### config.mk
export PLATFORM = sky130hd
export DESIGN_NAME = hbdp_port
export DESIGN_NICKNAME = d
export VERILOG_FILES = /design/src/hbdp_pkg.sv /design/src/hbdp_fifo_if.sv /design/src/hbdp_fifo.sv /design/src/hbdp_port.sv
export SDC_FILE = /design/constraint.sdc
export NUM_CORES = 1
export LEC_CHECK = 0
export BUFFER_PORTS_ARGS = -buffer_cell sky130_fd_sc_hd__buf_2
export CAP_MARGIN = 20
export CORE_ASPECT_RATIO = 1.1
export CORE_UTILIZATION = 50
export DETAILED_ROUTE_END_ITERATION = 10
export PLACE_DENSITY = 0.66
export SLEW_MARGIN = 40
export SYNTH_ARGS = -nofsm -noshare
export SYNTH_HDL_FRONTEND = slang
export SYNTH_SLANG_ARGS = --single-unit
export TNS_END_PERCENT = 30
### constraint.sdc
create_clock -name sys_clk -period 4.5 [get_ports sys_clk]
set_clock_uncertainty 0.2 [all_clocks]
set_input_delay 0.675 -clock sys_clk [delete_from_list [all_inputs] [get_ports sys_clk]]
set_output_delay 0.675 -clock sys_clk [all_outputs]
set_load 0.005 [all_outputs]
### src/hbdp_pkg.sv
// Shared constants and types for the host bus and DMA port
package hbdp_pkg;
	localparam int DATA_W = 8;
	localparam int ADDR_W = 8;
	localparam int FIFO_DEPTH = 32;
	localparam logic [ADDR_W-1:0] REG_CTRL = 8'h00;
	localparam logic [ADDR_W-1:0] REG_STATUS = 8'h01;
	localparam logic [ADDR_W-1:0] REG_TX_DATA = 8'h02;
	localparam logic [ADDR_W-1:0] REG_RX_DATA = 8'h03;
	localparam int CTRL_FLYBY_BIT = 0;
	localparam int STAT_TX_FULL_BIT = 0;
	localparam int STAT_RX_FULL_BIT = 1;
	localparam logic CTRL_FLYBY_RESET = 1'b0;
	localparam logic STYLE_SINGLE = 1'b1;
	localparam logic STYLE_RESET = 1'b0;
	localparam logic [DATA_W-1:0] DATA_ZERO = 8'h00;
	localparam logic [ADDR_W-1:0] ADDR_ZERO = 8'h00;

	typedef logic [DATA_W-1:0] hbdp_data_t;
	typedef logic [ADDR_W-1:0] hbdp_addr_t;

	typedef enum logic [1:0] {
		HBDP_IDLE = 2'b00,
		HBDP_ACTIVE = 2'b01,
		HBDP_DONE = 2'b11
	} hbdp_state_t;
endpackage : hbdp_pkg

### src/hbdp_fifo_if.sv
// Stream carrier between the port logic and its transmit FIFO
`timescale 1ns/10ps
interface hbdp_fifo_if;
	import hbdp_pkg::*;
	logic push_valid;
	logic push_ready;
	hbdp_data_t push_data;
	logic pop_valid;
	logic pop_ready;
	hbdp_data_t pop_data;
	modport fifo (
		input push_valid, push_data, pop_ready,
		output push_ready, pop_valid, pop_data
	);
	modport user (
		output push_valid, push_data, pop_ready,
		input push_ready, pop_valid, pop_data
	);
endinterface : hbdp_fifo_if

### src/hbdp_fifo.sv
// Flip-flop FIFO with valid and ready on both sides
`timescale 1ns/10ps
module hbdp_fifo #(
	parameter int WIDTH = 8,
	parameter int DEPTH = 32
) (
	input wire logic clk, // System clock
	input wire logic rst, // Synchronous reset, active high
	hbdp_fifo_if.fifo port // Push and pop streams
);
	import hbdp_pkg::*;
	localparam int PW = $clog2(DEPTH);

	logic [WIDTH-1:0] mem [DEPTH];
	logic [PW-1:0] wr_ptr;
	logic [PW-1:0] rd_ptr;
	logic [PW:0] count;
	logic do_push;
	logic do_pop;

	function automatic logic [PW-1:0] ptr_inc(input logic [PW-1:0] p);
		ptr_inc = (p == PW'(DEPTH - 1)) ? '0 : p + 1'b1;
	endfunction : ptr_inc

	assign port.push_ready = (count != (PW+1)'(DEPTH));
	assign port.pop_valid = (count != '0);
	assign port.pop_data = mem[rd_ptr];
	assign do_push = port.push_valid && port.push_ready;
	assign do_pop = port.pop_valid && port.pop_ready;

	always_ff @(posedge clk) begin
		if (do_push) begin
			mem[wr_ptr] <= port.push_data;
		end
	end

	always_ff @(posedge clk) begin
		if (rst) begin
			wr_ptr <= '0;
			rd_ptr <= '0;
			count <= '0;
		end else begin
			if (do_push) begin
				wr_ptr <= ptr_inc(wr_ptr);
			end
			if (do_pop) begin
				rd_ptr <= ptr_inc(rd_ptr);
			end
			if (do_push && !do_pop) begin
				count <= count + 1'b1;
			end else if (do_pop && !do_push) begin
				count <= count - 1'b1;
			end
		end
	end
endmodule : hbdp_fifo

### src/hbdp_port.sv
// Host bus and DMA port: strobe decoding, mailboxes and DMA requests
// How it works
// - Separate style: read/write strobes time and direct DMA
// - Normal DMA: write strobe writes, read strobe reads
// - Fly-by DMA inverts strobe meaning for both directions
// - Requests updated on falling edge of DMA strobe
// - DMA read drives bus, floats after strobe rise
// - Separate-style normal DMA write captured on write strobe rise
// - Style pin latched at reset release, high single-strobe
// - Single-strobe style uses separate address bus only
// - Address latch strobe use picks multiplexed or separate
// - Single style: direction line, data strobe times access
// - Qualified strobe active when data strobe, select low
// - Single-strobe register write captured at qualified rise
// - Single-strobe register read drives, floats after rise
// - DMA grant alone marks DMA, selects DMA mailbox
// - Control register bit picks normal or fly-by DMA
`timescale 1ns/10ps
module hbdp_port (
	input wire logic sys_clk, // 50 MHz system clock
	input wire logic rst, // Synchronous reset, active high
	input wire logic style_sel, // Bus style pin, high single-strobe
	input wire logic chip_sel_n, // Chip select, active low
	input wire logic addr_latch, // Address latch strobe
	input wire hbdp_pkg::hbdp_addr_t addr_in, // Separate address bus
	input wire logic read_strobe_n, // Read strobe, separate style
	input wire logic write_strobe_n, // Write strobe, separate style
	input wire logic data_strobe_n, // Data strobe, single style
	input wire logic read_not_write, // Direction, single style
	input wire logic dma_grant_n, // DMA acknowledge, active low
	input wire hbdp_pkg::hbdp_data_t ad_in, // Data or address/data in
	output hbdp_pkg::hbdp_data_t ad_out, // Data bus out
	output logic ad_oe, // Data bus drive enable
	output logic dma_tx_request, // Transmit mailbox wants data
	output logic dma_rx_request, // Receive mailbox holds data
	output hbdp_pkg::hbdp_data_t tx_data, // Transmit stream data
	output logic tx_valid, // Transmit stream valid
	input wire logic tx_ready, // Transmit stream ready
	input wire hbdp_pkg::hbdp_data_t rx_data, // Receive stream data
	input wire logic rx_valid, // Receive stream valid
	output logic rx_ready, // Receive stream ready
	output logic flyby_mode, // Current DMA mode, high fly-by
	output logic single_style // Latched bus style
);
	import hbdp_pkg::*;

	// Transmit words queue here so a DMA burst can run ahead of the sink
	hbdp_fifo_if tx_if ();

	hbdp_fifo #(
		.WIDTH(DATA_W),
		.DEPTH(FIFO_DEPTH)
	) u_tx_fifo (
		.clk(sys_clk),
		.rst(rst),
		.port(tx_if.fifo)
	);

	assign tx_data = tx_if.pop_data;
	assign tx_valid = tx_if.pop_valid;
	assign tx_if.pop_ready = tx_ready;

	// Control pins, two flip-flops each; stage one feeds stage two only
	logic [6:0] ctl_s1;
	logic [6:0] ctl_s2;
	hbdp_data_t ad_s1;
	hbdp_data_t ad_s2;
	hbdp_addr_t addr_s1;
	hbdp_addr_t addr_s2;

	always_ff @(posedge sys_clk) begin
		if (rst) begin
			ctl_s1 <= 7'h7f;
			ctl_s2 <= 7'h7f;
		end else begin
			ctl_s1 <= {chip_sel_n, addr_latch, read_strobe_n,
				write_strobe_n, data_strobe_n, read_not_write,
				dma_grant_n};
			ctl_s2 <= ctl_s1;
		end
	end

	// Bus contents are delayed alongside the strobes so they stay aligned
	always_ff @(posedge sys_clk) begin
		if (rst) begin
			ad_s1 <= DATA_ZERO;
			ad_s2 <= DATA_ZERO;
			addr_s1 <= ADDR_ZERO;
			addr_s2 <= ADDR_ZERO;
		end else begin
			ad_s1 <= ad_in;
			ad_s2 <= ad_s1;
			addr_s1 <= addr_in;
			addr_s2 <= addr_s1;
		end
	end

	logic cs_s;
	logic ale_s;
	logic rd_s;
	logic wr_s;
	logic ds_s;
	logic rnw_s;
	logic grant_s;
	assign {cs_s, ale_s, rd_s, wr_s, ds_s, rnw_s, grant_s} = ctl_s2;

	// Bus style caught at each release of reset and held until the next reset
	logic rst_seen;
	always_ff @(posedge sys_clk) begin
		if (rst) begin
			rst_seen <= 1'b1;
		end else begin
			rst_seen <= 1'b0;
		end
	end

	// A later reset samples the pin again, as the first one did
	always_ff @(posedge sys_clk) begin
		if (rst_seen && !rst) begin
			single_style <= style_sel;
		end else if (rst) begin
			single_style <= STYLE_RESET;
		end
	end

	// Strobe either timed by chip select or by the DMA grant alone
	logic sel_any;
	logic qualified_strobe_n;
	logic grant_strobe_n;
	logic access_on;
	assign sel_any = !cs_s || !grant_s;
	assign qualified_strobe_n = ds_s || cs_s;
	// A DMA cycle has no select, so the grant qualifies its strobe
	assign grant_strobe_n = ds_s || grant_s;

	always_comb begin
		if (single_style == STYLE_SINGLE) begin
			access_on = !qualified_strobe_n || !grant_strobe_n;
		end else begin
			access_on = (!rd_s || !wr_s) && sel_any;
		end
	end

	// Direction of an access, inverted for fly-by DMA
	function automatic logic access_is_write(
		input logic style, input logic dma, input logic flyby,
		input logic rd_n, input logic wr_n, input logic rnw
	);
		logic plain_wr;
		// Both strobes low at once falls to the read side
		plain_wr = (style == STYLE_SINGLE) ? !rnw : (!wr_n && rd_n);
		if (dma && flyby) begin
			access_is_write = !plain_wr;
		end else begin
			access_is_write = plain_wr;
		end
	endfunction : access_is_write

	// Multiplexed address taken from the AD bus while the latch is high
	hbdp_addr_t mux_addr;
	always_ff @(posedge sys_clk) begin
		if (rst) begin
			mux_addr <= ADDR_ZERO;
		end else if (ale_s) begin
			mux_addr <= ADDR_W'(ad_s2);
		end
	end

	hbdp_state_t state;
	logic acc_dma;
	logic acc_write;
	hbdp_addr_t acc_addr;
	hbdp_data_t wr_hold;
	logic start;
	logic finish;
	logic start_write;
	hbdp_addr_t start_addr;
	hbdp_data_t rx_hold;
	logic rx_full;
	logic rx_pop;
	logic push_pulse;
	hbdp_data_t push_word;

	// Direction and address are taken once, at the start edge
	assign start = (state == HBDP_IDLE) && access_on;
	assign finish = (state == HBDP_ACTIVE) && !access_on;
	assign start_write = access_is_write(single_style, !grant_s,
		flyby_mode, rd_s, wr_s, rnw_s);
	// Latch low means a multiplexed cycle has already placed the address
	assign start_addr = (single_style == STYLE_SINGLE || ale_s) ?
		addr_s2 : mux_addr;

	// DONE holds off a new start for one cycle after the strobe rose
	always_ff @(posedge sys_clk) begin
		if (rst) begin
			state <= HBDP_IDLE;
		end else begin
			case (state)
			HBDP_IDLE: begin
				if (access_on) begin
					state <= HBDP_ACTIVE;
				end
			end
			HBDP_ACTIVE: begin
				if (!access_on) begin
					state <= HBDP_DONE;
				end
			end
			HBDP_DONE: begin
				state <= HBDP_IDLE;
			end
			default: begin
				state <= HBDP_IDLE;
			end
			endcase
		end
	end

	// Access attributes frozen at the falling edge of the strobe
	always_ff @(posedge sys_clk) begin
		if (rst) begin
			acc_dma <= 1'b0;
			acc_write <= 1'b0;
			acc_addr <= ADDR_ZERO;
		end else if (start) begin
			acc_dma <= !grant_s;
			acc_write <= start_write;
			acc_addr <= start_addr;
		end
	end

	// Data kept from the last cycle before the strobe rose
	always_ff @(posedge sys_clk) begin
		if (rst) begin
			wr_hold <= DATA_ZERO;
		end else if (start || (state == HBDP_ACTIVE && access_on)) begin
			wr_hold <= ad_s2;
		end
	end

	// Control register written through the host port
	always_ff @(posedge sys_clk) begin
		if (rst) begin
			flyby_mode <= CTRL_FLYBY_RESET;
		end else if (finish && acc_write && !acc_dma &&
			acc_addr == REG_CTRL) begin
			flyby_mode <= wr_hold[CTRL_FLYBY_BIT];
		end
	end

	// Writes to the transmit mailbox go into the FIFO at strobe rise
	always_ff @(posedge sys_clk) begin
		if (rst) begin
			push_pulse <= 1'b0;
			push_word <= DATA_ZERO;
		end else begin
			push_pulse <= finish && acc_write &&
				(acc_dma || acc_addr == REG_TX_DATA);
			if (finish) begin
				push_word <= wr_hold;
			end
		end
	end

	// A full FIFO drops the word; the request already warned the master
	assign tx_if.push_valid = push_pulse;
	assign tx_if.push_data = push_word;

	// Receive mailbox: one word held for the host or DMA master
	assign rx_pop = finish && !acc_write &&
		(acc_dma || acc_addr == REG_RX_DATA);
	assign rx_ready = !rx_full;

	always_ff @(posedge sys_clk) begin
		if (rst) begin
			rx_full <= 1'b0;
			rx_hold <= DATA_ZERO;
		end else if (rx_valid && !rx_full) begin
			rx_full <= 1'b1;
			rx_hold <= rx_data;
		end else if (rx_pop) begin
			rx_full <= 1'b0;
		end
	end

	function automatic hbdp_data_t read_value(
		input logic dma, input hbdp_addr_t a, input logic flyby,
		input logic rxf, input logic txf, input hbdp_data_t rxd
	);
		hbdp_data_t v;
		v = DATA_ZERO;
		if (dma) begin
			v = rxd;
		end else begin
			case (a)
			REG_CTRL: v[CTRL_FLYBY_BIT] = flyby;
			REG_STATUS: begin
				v[STAT_TX_FULL_BIT] = txf;
				v[STAT_RX_FULL_BIT] = rxf;
			end
			REG_RX_DATA: v = rxd;
			default: v = DATA_ZERO;
			endcase
		end
		read_value = v;
	endfunction : read_value

	// Read data driven from the strobe fall until it rises
	always_ff @(posedge sys_clk) begin
		if (rst) begin
			ad_out <= DATA_ZERO;
			ad_oe <= 1'b0;
		end else if (start && !start_write) begin
			ad_out <= read_value(!grant_s, start_addr, flyby_mode,
				rx_full, !tx_if.push_ready, rx_hold);
			ad_oe <= 1'b1;
		end else if (finish || state == HBDP_IDLE) begin
			ad_oe <= 1'b0;
		end
	end

	// Serviced request drops at the strobe fall, others follow status
	always_ff @(posedge sys_clk) begin
		if (rst) begin
			dma_tx_request <= 1'b0;
			dma_rx_request <= 1'b0;
		end else if (start && !grant_s) begin
			if (start_write) begin
				dma_tx_request <= 1'b0;
			end else begin
				dma_rx_request <= 1'b0;
			end
		end else if (state == HBDP_IDLE) begin
			// Status is followed only when idle, so a drop stays low
			dma_tx_request <= tx_if.push_ready;
			dma_rx_request <= rx_full;
		end
	end
endmodule : hbdp_port

==> flow_metrics.env <==
export IMPL_worst_pin_slew_ps=843
export IMPL_cts_tree="done"
export IMPL_drt_iter0_drc=585
export IMPL_rsz0062_at_grt="no"
export IMPL_dp_hpwl_microns=17300
export IMPL_crit_end="tx_data[1]"
export IMPL_drive_above_1_share=0.241
export IMPL_slew_violations=0
export IMPL_avgSynthCellArea_sq_um=16.0
export IMPL_die_y_microns=182
export IMPL_syn2layout_area_growth_pct=12.7
export IMPL_finalHoldViolations=0
export IMPL_synth_nets=970
export IMPL_cts_buffers=38
export IMPL_clock_latency_ps=510
export IMPL_r2r_slack_ps=1040
export IMPL_fin_setup_tns_ps=0
export IMPL_ctsRootBufferMaster="clkbuf_16"
export IMPL_grt_start_max_net_pins=89
export IMPL_n_antenna_cell=0
export IMPL_max_cap_viol_count=0
export IMPL_io_pin_count=59
export IMPL_path_class="reg2out"
export IMPL_status="complete, but fails checks"
export IMPL_htree_num_levels=2
export IMPL_drtAntennaViolNets=0
export IMPL_async_reset_ff_frac=0
export IMPL_crit_path_max_fanout=18
export IMPL_ir_worst_vdd_uv=247
export IMPL_ctsHoldBuffers=0
export IMPL_layout_nets=1026
export IMPL_violations="DRC"
export IMPL_ys_ff_latch=383
export IMPL_ff2ff_path_depth=10
export IMPL_cp_required_ps=3620
export IMPL_die_area_sq_mm=0.0301
export IMPL_avgRoutedWirePerCell_microns=20.3
export IMPL_power_density_mw_per_mm2=484
export IMPL_postCtsSetupBuffers=0
export IMPL_rows=65
export IMPL_crit_path_end_kind="output pin"
export IMPL_r2r_end="u_tx_fifo.count[5]"
export IMPL_cts_num_sinks=383
export IMPL_yosys_cell_count_top_type="edfxtp_1"
export IMPL_arrival_ps=2810
export IMPL_ctsLongestPathBuffers=3
export IMPL_p_leak_nw=5.47
export IMPL_clkTransAtPathRegs_ps=60
export IMPL_post_route_period_util=0.819
export IMPL_final_util=0.575
export IMPL_yosys_area_top_type="edfxtp_1"
export IMPL_relSlewSlack=0.438
export IMPL_regToRegStartpoint="u_tx_fifo.count[0]"
export IMPL_synth_area_leaders="edfxtp_1 53%, dfxtp_1 17%, mux4_2 11%"
export IMPL_grt_overflow=0
export IMPL_initial_core_util=0.510
export IMPL_synth_main_ff_cell="edfxtp_1"
export IMPL_syn_area_sq_mm=0.0147
export IMPL_drtPass1Iterations=8
export IMPL_antenna_found_initial=0
export IMPL_synth_cell_types=59
export IMPL_seq_area_frac_synth=0.697
export IMPL_synthCells=921
export IMPL_dieWidth_microns=165
export IMPL_gp_congestion=0.764
export IMPL_viasPerCell=5.56
export IMPL_fp_coreArea_sq_mm=0.0288
export IMPL_portBuffers=58
export IMPL_hold_class="in2reg"
export IMPL_grt_use_total=0.193
export IMPL_grt_pass1_wl_microns=43600
export IMPL_yosys_top_cells_count="257 x edfxtp_1, 126 x dfxtp_1, 86 x nor2_1"
export IMPL_drc=6
export IMPL_synth_edff_count=257
export IMPL_grt_pass1_vias=7685
export IMPL_cts_resized=0
export IMPL_synth_top_cell_area_share=0.525
export IMPL_fmax_ghz=0.271
export IMPL_crit_path_start_kind="flip-flop"
export IMPL_period_minus_slack_ps=3680
export IMPL_setup_violations=0
export IMPL_yosysWarnings=0
export IMPL_dr_total_vias=7634
export IMPL_wirelength_microns=27900
where the power goes:
group / internal (mW) / total (mW) / leakage (nW) / switching (mW)
clock network: 1.78 / 3.02 / 0.582 / 1.24
logic: 0.598 / 1.12 / 1.47 / 0.524
registers: 3.78 / 3.87 / 3.42 / 0.0877
area by class of cell:
cell class                      count  area (sq um)
Clock buffer                       50          1030
Inverter                            6          22.5
Timing Repair Buffer               65           374
Fill cell                        2265         12200
Tap cell                          368           460
Clock inverter                     18           168
Multi-Input combinational cell    483          4260
Sequential cell                   383         10300
kinds of logic after synthesis:
group	after synthesis	share of synthesized area
AOI/OAI and AO/OA	112	0.0519
adders and majority gates	13	0.0116
muxes	114	0.139
DFF	383	0.697
buffers and inverters	55	0.0167
and+or+nand+nor	240	0.0815
xor gates and xnor gates	4	0.00238
worst min path at each step:
stage	startpoint	endpoint	slack (ps)	cells after the start
final	data_strobe_n	ctl_s1[2]	150	2
after global routing	addr_latch	ctl_s1[5]	130	2
after CTS	addr_latch	ctl_s1[5]	130	2
after detailed placement	ctl_s1[2]	ctl_s2[2]	190	1
after global placement	ctl_s1[5]	ctl_s2[5]	190	1
after floorplan	ctl_s1[0]	ctl_s2[0]	190	1
registers in the layout (all words and copies together) (netlist names), 2 cells and up, named ones only:
register,count
u_tx_fifo.mem,256
acc_addr,8
ad_out,8
ad_s1,8
ad_s2,8
addr_s1,8
addr_s2,8
mux_addr,8
push_word,8
rx_hold,8
wr_hold,8
ctl_s1,7
ctl_s2,7
u_tx_fifo.count,6
u_tx_fifo.rd_ptr,5
u_tx_fifo.wr_ptr,5
state,2
placed cells by master, fill, tap and decap left out, drive strengths merged, types with 3 or more instances in the layout:
cell type | synthesis | final
dfxtp | 126 | 126
edfxtp | 257 | 257
a22oi | 10 | 10
o21a | 8 | 8
nor3 | 5 | 5
ha | 12 | 12
nand3b | 5 | 5
mux4 | 72 | 72
nand3 | 6 | 6
nor2b | 38 | 38
a31oi | 4 | 4
buf | 20 | 65
mux2i | 40 | 40
a311oi | 8 | 8
nand2b | 9 | 9
or4 | 7 | 7
a211oi | 5 | 5
clkinv | 1 | 13
bufinv | 0 | 3
o211ai | 8 | 8
clkbuf | 29 | 50
inv | 5 | 6
xnor2 | 3 | 3
a21oi | 37 | 37
nor2 | 86 | 86
nand2 | 48 | 48
o21ai | 25 | 25
nor4 | 4 | 4
or2 | 16 | 16
or3 | 3 | 3
critical path, cell delays in order (launching register included):
cell and delay (ps):
dfxtp_4 520, buf_4 390, mux4_2 570, mux4_2 490
o21a_1 190, buf_2 130
routing by layer:
metal	global-route usage	wire length, microns	vias to the layer above	share of wire
met5	0	0	-	0
met4	0.0429	397	0	0.014
met3	0.0336	1430	29	0.051
met2	0.323	13900	199	0.50
met1	0.263	12100	3770	0.43
li1	-	-	3636	-
stage by stage:
stage	cells	worst slack (ps)	hold WS [ps]	power, mW	area, sq um
final	1373	816	150	8.02	16600
after global routing	1373	655	133	8.34	16600
after CTS	1373	747	134	8.11	16500
after detailed placement	1305	1030	194	5.09	15300
after global placement	1304	1060	191	5.08	15300
after floorplan	921	1270	189	4.82	14700
Note: power is estimated with default switching activity, not from simulation.
